===== src/hdl/flash_host_defines.svh =====
// Offsets, field positions, command words and timing counts for the flash status host
`ifndef FLASH_HOST_DEFINES_SVH
`define FLASH_HOST_DEFINES_SVH

`define ADDR_W 19
`define DATA_W 16

// Status bit positions on the data lines
`define BIT_POLL 7
`define BIT_TOGGLE1 6
`define BIT_TLIMIT 5
`define BIT_WINDOW 3
`define BIT_TOGGLE2 2

// Command cycle addresses and data words
`define UNLOCK_ADDR1 19'h00555
`define UNLOCK_ADDR2 19'h002AA
`define CMD_UNLOCK1 16'h00AA
`define CMD_UNLOCK2 16'h0055
`define CMD_PROGRAM 16'h00A0
`define CMD_ERASE_SETUP 16'h0080
`define CMD_SECTOR_ERASE 16'h0030
`define CMD_CHIP_ERASE 16'h0010
`define CMD_SUSPEND 16'h00B0
`define CMD_RESUME 16'h0030
`define CMD_RESET 16'h00F0

// Times in ns and derived cycle counts at the system clock
`define T_CLK_NS 5
`define T_ACC_NS 150
`define T_WP_NS 50
`define T_GAP_NS 20
`define T_SKIP_NS 50000
`define CEIL_CYC(ns) (((ns) + `T_CLK_NS - 1) / `T_CLK_NS)
`define FLOOR_CYC(ns) ((ns) / `T_CLK_NS)
`define RD_CYCLES `CEIL_CYC(`T_ACC_NS)
`define WP_CYCLES `CEIL_CYC(`T_WP_NS)
`define GAP_CYCLES `CEIL_CYC(`T_GAP_NS)
`define SKIP_CYCLES `FLOOR_CYC(`T_SKIP_NS)
`define GAP_SAT 16'hFFFF

`endif


===== src/hdl/flash_host_pkg.sv =====
// Types shared by the flash status host and its bus cycle engine
package flash_host_pkg;

	typedef enum logic [3:0] {
		OP_READ = 4'h0,
		OP_PROGRAM = 4'h1,
		OP_SECTOR_ERASE = 4'h2,
		OP_ADD_SECTOR = 4'h3,
		OP_CHIP_ERASE = 4'h4,
		OP_SUSPEND = 4'h5,
		OP_RESUME = 4'h6,
		OP_WAIT = 4'h7,
		OP_RESET = 4'h8
	} op_t;

	typedef enum logic [3:0] {
		H_IDLE = 4'h0,
		H_SEQ = 4'h1,
		H_RD_A = 4'h2,
		H_RD_B = 4'h3,
		H_RD_C = 4'h4,
		H_RD_D = 4'h5,
		H_PRE3 = 4'h6,
		H_POST3 = 4'h7,
		H_READ = 4'h8,
		H_FIN = 4'h9
	} host_state_t;

	typedef enum logic [1:0] {
		CY_IDLE = 2'h0,
		CY_SETUP = 2'h1,
		CY_STROBE = 2'h2,
		CY_GAP = 2'h3
	} cycle_state_t;

	typedef struct packed {
		cycle_state_t state;
		logic wr;
		logic [5:0] cnt;
		logic [18:0] addr;
		logic [15:0] wdata;
		logic [15:0] rdata;
		logic dq_oe;
		logic ce_n;
		logic oe_n;
		logic we_n;
		logic done;
	} cycle_reg_t;

	typedef struct packed {
		host_state_t state;
		op_t op;
		logic [18:0] addr;
		logic [15:0] data;
		logic [2:0] idx;
		logic issued;
		logic start;
		logic wr;
		logic [18:0] bus_addr;
		logic [15:0] bus_wdata;
		logic tog;
		logic chk;
		logic [15:0] gap;
		logic cmd_ready;
		logic done;
		logic failed;
		logic rejected;
		logic [15:0] rd_data;
		logic dev_busy;
	} host_reg_t;

endpackage


===== src/hdl/flash_bus_cycle.sv =====
// One asynchronous flash read or write cycle on the device pins
`timescale 1ns/1ps
`include "flash_host_defines.svh"

module flash_bus_cycle (
	input wire logic clk_sys,
	input wire logic reset_n,
	input wire logic start,
	input wire logic wr,
	input wire logic [18:0] addr,
	input wire logic [15:0] wdata,
	output logic [15:0] rdata,
	output logic cyc_done,
	output logic [18:0] flash_addr,
	output logic [15:0] flash_dq_out,
	output logic flash_dq_oe,
	input wire logic [15:0] flash_dq_in,
	output logic flash_ce_n,
	output logic flash_oe_n,
	output logic flash_we_n
);

	flash_host_pkg::cycle_reg_t st;
	flash_host_pkg::cycle_reg_t next_st;

	always_comb begin
		next_st = st;
		next_st.done = 1'b0;
		case (st.state)
			flash_host_pkg::CY_IDLE: begin
				// Start while busy is ignored; the host waits for done first
				if (start) begin
					next_st.state = flash_host_pkg::CY_SETUP;
					next_st.wr = wr;
					next_st.addr = addr;
					next_st.wdata = wdata;
					next_st.ce_n = 1'b0;
					next_st.dq_oe = wr;
				end
			end
			flash_host_pkg::CY_SETUP: begin
				next_st.state = flash_host_pkg::CY_STROBE;
				next_st.cnt = st.wr ? 6'(`WP_CYCLES - 1) : 6'(`RD_CYCLES - 1);
				next_st.we_n = !st.wr;
				next_st.oe_n = st.wr;
			end
			flash_host_pkg::CY_STROBE: begin
				if (st.cnt == 6'h00) begin
					if (!st.wr) begin
						next_st.rdata = flash_dq_in;
					end
					next_st.state = flash_host_pkg::CY_GAP;
					next_st.cnt = 6'(`GAP_CYCLES - 1);
					next_st.we_n = 1'b1;
					next_st.oe_n = 1'b1;
					next_st.ce_n = 1'b1;
				end else begin
					next_st.cnt = st.cnt - 6'h01;
				end
			end
			flash_host_pkg::CY_GAP: begin
				// Address and data held through the gap to cover hold times
				if (st.cnt == 6'h00) begin
					next_st.state = flash_host_pkg::CY_IDLE;
					next_st.dq_oe = 1'b0;
					next_st.done = 1'b1;
				end else begin
					next_st.cnt = st.cnt - 6'h01;
				end
			end
			default: begin
				next_st.state = flash_host_pkg::CY_IDLE;
			end
		endcase
	end

	always_ff @(posedge clk_sys or negedge reset_n) begin
		if (!reset_n) begin
			st <= '0;
			st.ce_n <= 1'b1;
			st.oe_n <= 1'b1;
			st.we_n <= 1'b1;
		end else begin
			st <= next_st;
		end
	end

	assign rdata = st.rdata;
	assign cyc_done = st.done;
	assign flash_addr = st.addr;
	assign flash_dq_out = st.wdata;
	assign flash_dq_oe = st.dq_oe;
	assign flash_ce_n = st.ce_n;
	assign flash_oe_n = st.oe_n;
	assign flash_we_n = st.we_n;

endmodule


===== src/hdl/flash_status_host.sv =====
// Host controller: issues flash commands and follows the write status bits
//
// Functional notes
// - After a timing-limit failure the host writes the reset command to return to array read.
// - The host may skip window-flag checks when added sector commands are under 50 us apart.
// - The host confirms acceptance by toggle, then checks the window flag before and after each added sector issued 50 us or more after the previous one.
// - Status polls are made at the program address or an address inside a sector being erased; the pre-add window-flag read uses the new sector's address.
`timescale 1ns/1ps
`include "flash_host_defines.svh"

module flash_status_host #(
	parameter int SKIP_CYCLES = `SKIP_CYCLES
) (
	input wire logic clk_sys,
	input wire logic reset_n,
	input wire logic cmd_valid,
	input wire flash_host_pkg::op_t cmd_op,
	input wire logic [18:0] cmd_addr,
	input wire logic [15:0] cmd_data,
	output logic cmd_ready,
	output logic done,
	output logic failed,
	output logic rejected,
	output logic [15:0] rd_data,
	output logic dev_busy,
	output logic [18:0] flash_addr,
	output logic [15:0] flash_dq_out,
	output logic flash_dq_oe,
	input wire logic [15:0] flash_dq_in,
	output logic flash_ce_n,
	output logic flash_oe_n,
	output logic flash_we_n,
	input wire logic ready_busy_output
);

	flash_host_pkg::host_reg_t st;
	flash_host_pkg::host_reg_t next_st;
	logic [15:0] bus_rdata;
	logic cyc_done;
	logic [35:0] word;
	logic toggled;

	// Command word at step idx: {last, address, data}
	function automatic logic [35:0] seq_word(input flash_host_pkg::op_t op, input logic [2:0] idx,
		input logic [18:0] a, input logic [15:0] d);
		logic [35:0] w;
		w = {1'b1, a, `CMD_RESET};
		case (op)
			flash_host_pkg::OP_PROGRAM: begin
				case (idx)
					3'h0: w = {1'b0, `UNLOCK_ADDR1, `CMD_UNLOCK1};
					3'h1: w = {1'b0, `UNLOCK_ADDR2, `CMD_UNLOCK2};
					3'h2: w = {1'b0, `UNLOCK_ADDR1, `CMD_PROGRAM};
					default: w = {1'b1, a, d};
				endcase
			end
			flash_host_pkg::OP_SECTOR_ERASE, flash_host_pkg::OP_CHIP_ERASE: begin
				case (idx)
					3'h0: w = {1'b0, `UNLOCK_ADDR1, `CMD_UNLOCK1};
					3'h1: w = {1'b0, `UNLOCK_ADDR2, `CMD_UNLOCK2};
					3'h2: w = {1'b0, `UNLOCK_ADDR1, `CMD_ERASE_SETUP};
					3'h3: w = {1'b0, `UNLOCK_ADDR1, `CMD_UNLOCK1};
					3'h4: w = {1'b0, `UNLOCK_ADDR2, `CMD_UNLOCK2};
					default: begin
						if (op == flash_host_pkg::OP_CHIP_ERASE) begin
							w = {1'b1, `UNLOCK_ADDR1, `CMD_CHIP_ERASE};
						end else begin
							w = {1'b1, a, `CMD_SECTOR_ERASE};
						end
					end
				endcase
			end
			flash_host_pkg::OP_ADD_SECTOR: w = {1'b1, a, `CMD_SECTOR_ERASE};
			flash_host_pkg::OP_SUSPEND: w = {1'b1, a, `CMD_SUSPEND};
			flash_host_pkg::OP_RESUME: w = {1'b1, a, `CMD_RESUME};
			default: w = {1'b1, a, `CMD_RESET};
		endcase
		return w;
	endfunction

	flash_bus_cycle u_cycle (
		.clk_sys(clk_sys),
		.reset_n(reset_n),
		.start(st.start),
		.wr(st.wr),
		.addr(st.bus_addr),
		.wdata(st.bus_wdata),
		.rdata(bus_rdata),
		.cyc_done(cyc_done),
		.flash_addr(flash_addr),
		.flash_dq_out(flash_dq_out),
		.flash_dq_oe(flash_dq_oe),
		.flash_dq_in(flash_dq_in),
		.flash_ce_n(flash_ce_n),
		.flash_oe_n(flash_oe_n),
		.flash_we_n(flash_we_n)
	);

	assign word = seq_word(st.op, st.idx, st.addr, st.data);
	assign toggled = bus_rdata[`BIT_TOGGLE1] != st.tog;

	always_comb begin
		next_st = st;
		next_st.start = 1'b0;
		next_st.done = 1'b0;
		next_st.dev_busy = !ready_busy_output;
		next_st.gap = (st.gap == `GAP_SAT) ? st.gap : st.gap + 16'h0001;
		// Every bus cycle is launched once, then the state waits for its done
		if (st.state != flash_host_pkg::H_IDLE && st.state != flash_host_pkg::H_FIN && !st.issued) begin
			next_st.start = 1'b1;
			next_st.issued = 1'b1;
			next_st.wr = st.state == flash_host_pkg::H_SEQ;
			// Status reads stay at the latched program or sector address
			next_st.bus_addr = (st.state == flash_host_pkg::H_SEQ) ? word[34:16] : st.addr;
			next_st.bus_wdata = word[15:0];
		end
		if (cyc_done && st.issued) begin
			next_st.issued = 1'b0;
			if (!st.wr) begin
				next_st.rd_data = bus_rdata;
			end
		end
		case (st.state)
			flash_host_pkg::H_IDLE: begin
				if (cmd_valid) begin
					next_st.op = cmd_op;
					next_st.addr = cmd_addr;
					next_st.data = cmd_data;
					next_st.idx = 3'h0;
					next_st.failed = 1'b0;
					next_st.rejected = 1'b0;
					next_st.chk = st.gap >= 16'(SKIP_CYCLES);
					case (cmd_op)
						flash_host_pkg::OP_READ: next_st.state = flash_host_pkg::H_READ;
						flash_host_pkg::OP_WAIT: next_st.state = flash_host_pkg::H_RD_A;
						flash_host_pkg::OP_ADD_SECTOR: begin
							// Close spacing lets the window checks be skipped
							next_st.state = (st.gap >= 16'(SKIP_CYCLES)) ? flash_host_pkg::H_PRE3
								: flash_host_pkg::H_SEQ;
						end
						default: next_st.state = flash_host_pkg::H_SEQ;
					endcase
				end
			end
			flash_host_pkg::H_SEQ: begin
				if (cyc_done && st.issued) begin
					if (!word[35]) begin
						next_st.idx = st.idx + 3'h1;
					end else begin
						next_st.idx = 3'h0;
						case (st.op)
							flash_host_pkg::OP_SECTOR_ERASE: begin
								next_st.gap = 16'h0000;
								next_st.state = flash_host_pkg::H_RD_A;
							end
							flash_host_pkg::OP_ADD_SECTOR: begin
								next_st.gap = 16'h0000;
								next_st.state = st.chk ? flash_host_pkg::H_POST3 : flash_host_pkg::H_FIN;
							end
							flash_host_pkg::OP_RESET, flash_host_pkg::OP_READ,
							flash_host_pkg::OP_WAIT: next_st.state = flash_host_pkg::H_FIN;
							default: next_st.state = flash_host_pkg::H_RD_A;
						endcase
					end
				end
			end
			flash_host_pkg::H_RD_A, flash_host_pkg::H_RD_C: begin
				if (cyc_done && st.issued) begin
					next_st.tog = bus_rdata[`BIT_TOGGLE1];
					next_st.state = (st.state == flash_host_pkg::H_RD_A) ? flash_host_pkg::H_RD_B
						: flash_host_pkg::H_RD_D;
				end
			end
			flash_host_pkg::H_RD_B: begin
				if (cyc_done && st.issued) begin
					if (st.op == flash_host_pkg::OP_SECTOR_ERASE) begin
						// No toggle right after the sequence means it was not taken
						next_st.rejected = !toggled;
						next_st.state = flash_host_pkg::H_FIN;
					end else if (!toggled) begin
						next_st.state = flash_host_pkg::H_FIN;
					end else if (bus_rdata[`BIT_TLIMIT]) begin
						// Toggle may stop just as the limit flag rises, so look twice more
						next_st.state = flash_host_pkg::H_RD_C;
					end else begin
						next_st.state = flash_host_pkg::H_RD_A;
					end
				end
			end
			flash_host_pkg::H_RD_D: begin
				if (cyc_done && st.issued) begin
					if (toggled) begin
						next_st.failed = 1'b1;
						next_st.op = flash_host_pkg::OP_RESET;
						next_st.idx = 3'h0;
						next_st.state = flash_host_pkg::H_SEQ;
					end else begin
						next_st.state = flash_host_pkg::H_FIN;
					end
				end
			end
			flash_host_pkg::H_PRE3: begin
				if (cyc_done && st.issued) begin
					// Erase already under way: further sectors would be dropped
					next_st.rejected = bus_rdata[`BIT_WINDOW];
					next_st.state = bus_rdata[`BIT_WINDOW] ? flash_host_pkg::H_FIN : flash_host_pkg::H_SEQ;
				end
			end
			flash_host_pkg::H_POST3: begin
				if (cyc_done && st.issued) begin
					next_st.rejected = bus_rdata[`BIT_WINDOW];
					next_st.state = flash_host_pkg::H_FIN;
				end
			end
			flash_host_pkg::H_READ: begin
				if (cyc_done && st.issued) begin
					next_st.state = flash_host_pkg::H_FIN;
				end
			end
			flash_host_pkg::H_FIN: begin
				next_st.done = 1'b1;
				next_st.state = flash_host_pkg::H_IDLE;
			end
			default: begin
				next_st.state = flash_host_pkg::H_IDLE;
			end
		endcase
		next_st.cmd_ready = next_st.state == flash_host_pkg::H_IDLE;
	end

	always_ff @(posedge clk_sys or negedge reset_n) begin
		if (!reset_n) begin
			st <= '0;
			st.gap <= `GAP_SAT;
			st.cmd_ready <= 1'b1;
		end else begin
			st <= next_st;
		end
	end

	assign cmd_ready = st.cmd_ready;
	assign done = st.done;
	assign failed = st.failed;
	assign rejected = st.rejected;
	assign rd_data = st.rd_data;
	assign dev_busy = st.dev_busy;

	AST_FAIL_SENDS_RESET: assert property (@(posedge clk_sys) disable iff (!reset_n)
		$rose(st.failed) |-> ##[1:4] (st.start && st.wr && st.bus_wdata == `CMD_RESET))
		else $error("timing-limit failure not followed by reset command");

	AST_FAIL_ONLY_WITH_LIMIT: assert property (@(posedge clk_sys) disable iff (!reset_n)
		$rose(st.failed) |-> $past(st.state) == flash_host_pkg::H_RD_D && $past(toggled))
		else $error("failure flagged without a second toggling pair");

	AST_SPACED_ADD_CHECKS: assert property (@(posedge clk_sys) disable iff (!reset_n)
		(st.state == flash_host_pkg::H_IDLE && cmd_valid && cmd_op == flash_host_pkg::OP_ADD_SECTOR)
		|=> (st.state == flash_host_pkg::H_PRE3) == ($past(st.gap) >= 16'(SKIP_CYCLES)))
		else $error("window pre-check choice does not match command spacing");

	AST_POST_CHECK: assert property (@(posedge clk_sys) disable iff (!reset_n)
		(st.state == flash_host_pkg::H_SEQ && st.op == flash_host_pkg::OP_ADD_SECTOR && st.chk
			&& cyc_done && st.issued)
		|=> st.state == flash_host_pkg::H_POST3 ##1 (st.start && !st.wr))
		else $error("added sector not followed by window flag read");

	AST_POLL_ADDR: assert property (@(posedge clk_sys) disable iff (!reset_n)
		(st.start && !st.wr) |-> st.bus_addr == st.addr)
		else $error("status read away from the latched valid address");

endmodule


===== config.mk =====
export PLATFORM = sky130hd
export DESIGN_NAME = flash_status_host
export DESIGN_NICKNAME = d
export VERILOG_FILES = /design/src/hdl/flash_host_pkg.sv /design/src/hdl/flash_bus_cycle.sv /design/src/hdl/flash_status_host.sv
export VERILOG_INCLUDE_DIRS = /design/src /design/src/hdl
export SDC_FILE = /design/constraint.sdc
export NUM_CORES = 1
export LEC_CHECK = 0
export ABC_AREA = 1
export BUFFER_PORTS_ARGS = -buffer_cell sky130_fd_sc_hd__buf_2
export CORE_MARGIN = 2
export CORE_UTILIZATION = 33
export CTS_BUF_LIST = sky130_fd_sc_hd__clkbuf_4 sky130_fd_sc_hd__clkbuf_8 sky130_fd_sc_hd__clkbuf_16
export DETAILED_ROUTE_END_ITERATION = 8
export HOLD_SLACK_MARGIN = 0.02
export SETUP_SLACK_MARGIN = 0.3
export SLEW_MARGIN = 40
export SYNTH_ARGS = -nofsm -noshare
export SYNTH_HDL_FRONTEND = slang
export SYNTH_SLANG_ARGS = --single-unit
export TNS_END_PERCENT = 10

===== constraint.sdc =====
create_clock -name clk_sys -period 1.5 [get_ports clk_sys]
set_input_delay 0.15 -clock clk_sys [delete_from_list [all_inputs] [get_ports clk_sys]]
set_output_delay 0.15 -clock clk_sys [all_outputs]
set_load 0.01 [all_outputs]

==> impl_metrics.env <==
export IMPL_skew_ns=0.0155
export IMPL_clk_pin_slew_ns=0.07
export IMPL_post_route_period_util_pct=113
export IMPL_htreeDepth=4
export IMPL_grt_overflow=0
export IMPL_finalSetupViolCount=79
export IMPL_clkLatencyLatePin_ns=0.43
export IMPL_final_area_um2=13000
export IMPL_via_per_inst=4.49
export IMPL_synth_ff_type="dfrtp_1"
export IMPL_max_slew_margin_pct=69.0
export IMPL_portBuffers=118
export IMPL_synth_most_common_cell="nand2_1"
export IMPL_dp_cells=1613
export IMPL_synthCells=1059
export IMPL_crit_type="flop to flop"
export IMPL_wirelength_um=23100
export IMPL_synth_edf_count=0
export IMPL_min_path_type="input port to flop"
export IMPL_drv_cap=0
export IMPL_finalMaxSlewViolations=0
export IMPL_avgRoutedWirePerCell_um=13.5
export IMPL_timing_setup_tns_ns=-7.65
export IMPL_drive_above_1_share_pct=39.1
export IMPL_synth_top_area_share_pct=45.6
export IMPL_drt_initial_drc_count=378
export IMPL_cts_tree="done"
export IMPL_layout_cells_non_filler=1712
export IMPL_synth_fp_nets=1131
export IMPL_dr_pass1_iters=6
export IMPL_cp_data_required_time_ns=1.83
export IMPL_vdd_drop_max_v=0.000656
export IMPL_grt_pass1_vias=7592
export IMPL_ant_nets=0
export IMPL_grt_max_degree=67
export IMPL_diodes=0
export IMPL_clock_fmax_mhz=591
export IMPL_dieArea_um2=29300
export IMPL_path_max_fanout=9
export IMPL_coreArea_um2=27600
export IMPL_yosysUniqueCellTypes=44
export IMPL_initial_utilization_pct=33.4
export IMPL_dieHeight_um=171
export IMPL_antenna_found_initial=0
export IMPL_setup_ws_ns=-0.193
export IMPL_syn_to_final_growth_pct=40.6
export IMPL_rsz0062_at_grt="yes"
export IMPL_cts_buffers=17
export IMPL_synth_seq_cells=188
export IMPL_dp_hpwl_um=16400
export IMPL_status="finished with violations"
export IMPL_rows=61
export IMPL_tightestPinTransition_ns=0.465
export IMPL_endpoint_kind="flop"
export IMPL_cp_arrival_ns=2.03
export IMPL_grt_pass1_wl_um=37500
export IMPL_clockRootBuffer="clkbuf_16"
export IMPL_synthTopCellsByCount="nand2_1, dfrtp_1, inv_1"
export IMPL_violations="negative setup slack"
export IMPL_async_flop_share_pct=100
export IMPL_die_w_um=171
export IMPL_cts_path_max_buffers=2
export IMPL_yosys_area_top_type="dfrtp_1"
export IMPL_worst_setup_path_start_kind="flop"
export IMPL_nets=1393
export IMPL_hold_viol=0
export IMPL_gp_congestion=0.868
export IMPL_route_vias_total=7679
export IMPL_leakagePower_nw=6.42
export IMPL_syn_area_per_cell_um2=8.71
export IMPL_io_pins=119
export IMPL_fillCellCount=2682
export IMPL_drc=0
export IMPL_cts_num_sinks=188
export IMPL_synth_area_um2=9230
export IMPL_ys_seq_area_share_pct=51.3
export IMPL_final_core_util_pct=46.9
export IMPL_period_minus_slack_ns=1.69
export IMPL_yosys_top_cells_area="dfrtp_1, nand2_1, o21ai_0, dfstp_2, inv_1"
export IMPL_powerDensity_nw_per_um2=1560
export IMPL_placed_area_um2=11000
export IMPL_ys_warn_count=0
export IMPL_grt_use_total_pct=16.0
-- area by class of cell --
class | instances | area, um^2 | area share (%)
flip-flops and latches | 188 | 4740 | 36.5
well taps | 378 | 473 | 3.65
repair buffers | 320 | 2470 | 19.1
clock inverters | 15 | 128 | 0.984
clock buffers | 17 | 425 | 3.28
inverters | 131 | 517 | 3.98
multi-input cells | 663 | 4220 | 32.5
-- metrics by stage --
step                power [mW]  hold WS [ns]  worst slack [ns]
global route              21.7        0.0664            -0.281
global placement          14.4         0.154            -0.238
CTS                       19.7        0.0314            -0.210
floorplan                 11.9        -0.146            -0.203
finish                    20.3        0.0491            -0.193
detailed placement        14.5         0.160            -0.275
-- critical path, stage by stage (launching register included) --
cell,delay (ns)
dfrtp_1,0.40
inv_2,0.13
ha_4,0.18
inv_4,0.05
nor2_4,0.10
a21oi_4,0.05
nand2_4,0.09
nand3_4,0.14
nand2_4,0.15
inv_1,0.09
a211oi_1,0.22
-- report_power, final --
group | switching, mW | internal, mW
combinational | 4.49 | 3.69
clock | 2.16 | 2.18
sequential | 1.04 | 6.69
-- registers in the layout, indices dropped and copies added (netlist names) --
register / count
cmd_ready: 1
u_cycle.rdata: 16
dev_busy: 1
rejected: 1
rd_data: 16
u_cycle.flash_oe_n: 1
u_cycle.flash_addr: 19
u_cycle.cyc_done: 1
done: 1
u_cycle.flash_dq_oe: 1
st: 102
u_cycle.st: 9
u_cycle.flash_ce_n: 1
failed: 1
u_cycle.flash_dq_out: 16
u_cycle.flash_we_n: 1
-- path summary, 6_finish.rpt --
path / startpoint / endpoint / cells after the start / slack (ns)
worst max register to register: st[77]$_DFFE_PN0P_ / st[22]$_DFF_PN1_ / 10 / -0.19
worst max-delay path: st[77]$_DFFE_PN0P_ / st[22]$_DFF_PN1_ / 10 / -0.19
worst min-delay path: cmd_op[1] / st[116]$_DFFE_PN0P_ / 3 / 0.05
max in group asynchronous: reset_n / st[36]$_DFF_PN1_ / 3 / 0.66
worst min register to register: st[109]$_DFFE_PN0P_ / st[109]$_DFFE_PN0P_ / 2 / 0.47
min in group asynchronous: reset_n / u_cycle.rdata[9]$_DFFE_PN0P_ / 2 / 0.24
-- what timing repair did --
action,CTS,global route
endpoints found under the setup margin,190,190
resized for setup,91,168
hold endpoints to repair,82,0
hold buffers,54,0
setup buffers,6,6
cloned,1,0
pin swaps,23,42
-- routing by layer --
layer / vias up / part of all wire (%) / track usage [%]
li1: 3902 / - / -
met1: 3640 / 47 / 21.7
met2: 121 / 48 / 26.7
met3: 16 / 3.4 / 3.20
met4: 0 / 1.0 / 3.54
met5: - / 0 / 0
-- cells in the final DEF (no fill, tap or decap), drive strengths merged, types with 3 or more instances in the layout --
master | synthesis | final
a21oi | 26 | 26
a31oi | 8 | 8
buf | 70 | 265
clkbuf | 8 | 18
clkinv | 0 | 6
dfrtp | 168 | 168
dfstp | 20 | 20
dlygate4sd3 | 0 | 54
ha | 13 | 13
inv | 131 | 139
mux2 | 30 | 30
nand2 | 281 | 282
nand3 | 62 | 62
nand3b | 3 | 3
nand4 | 5 | 5
nor2 | 68 | 68
nor3 | 19 | 19
o211ai | 11 | 11
o21ai | 114 | 114
o221ai | 3 | 3
xor2 | 7 | 7
-- cell families after synthesis --
kind of cell | count (synthesis) | share of synthesized area (%)
AND/OR/NAND/NOR | 438 | 20.7
flip-flops | 188 | 51.3
adder cells (fa/ha/maj) | 13 | 1.76
XOR/XNOR | 7 | 0.665
AO/OA/AOI/OAI | 174 | 10.6
multiplexers | 30 | 3.99
buffers and inverters | 209 | 11.0
(Power assumes the default switching activity.)
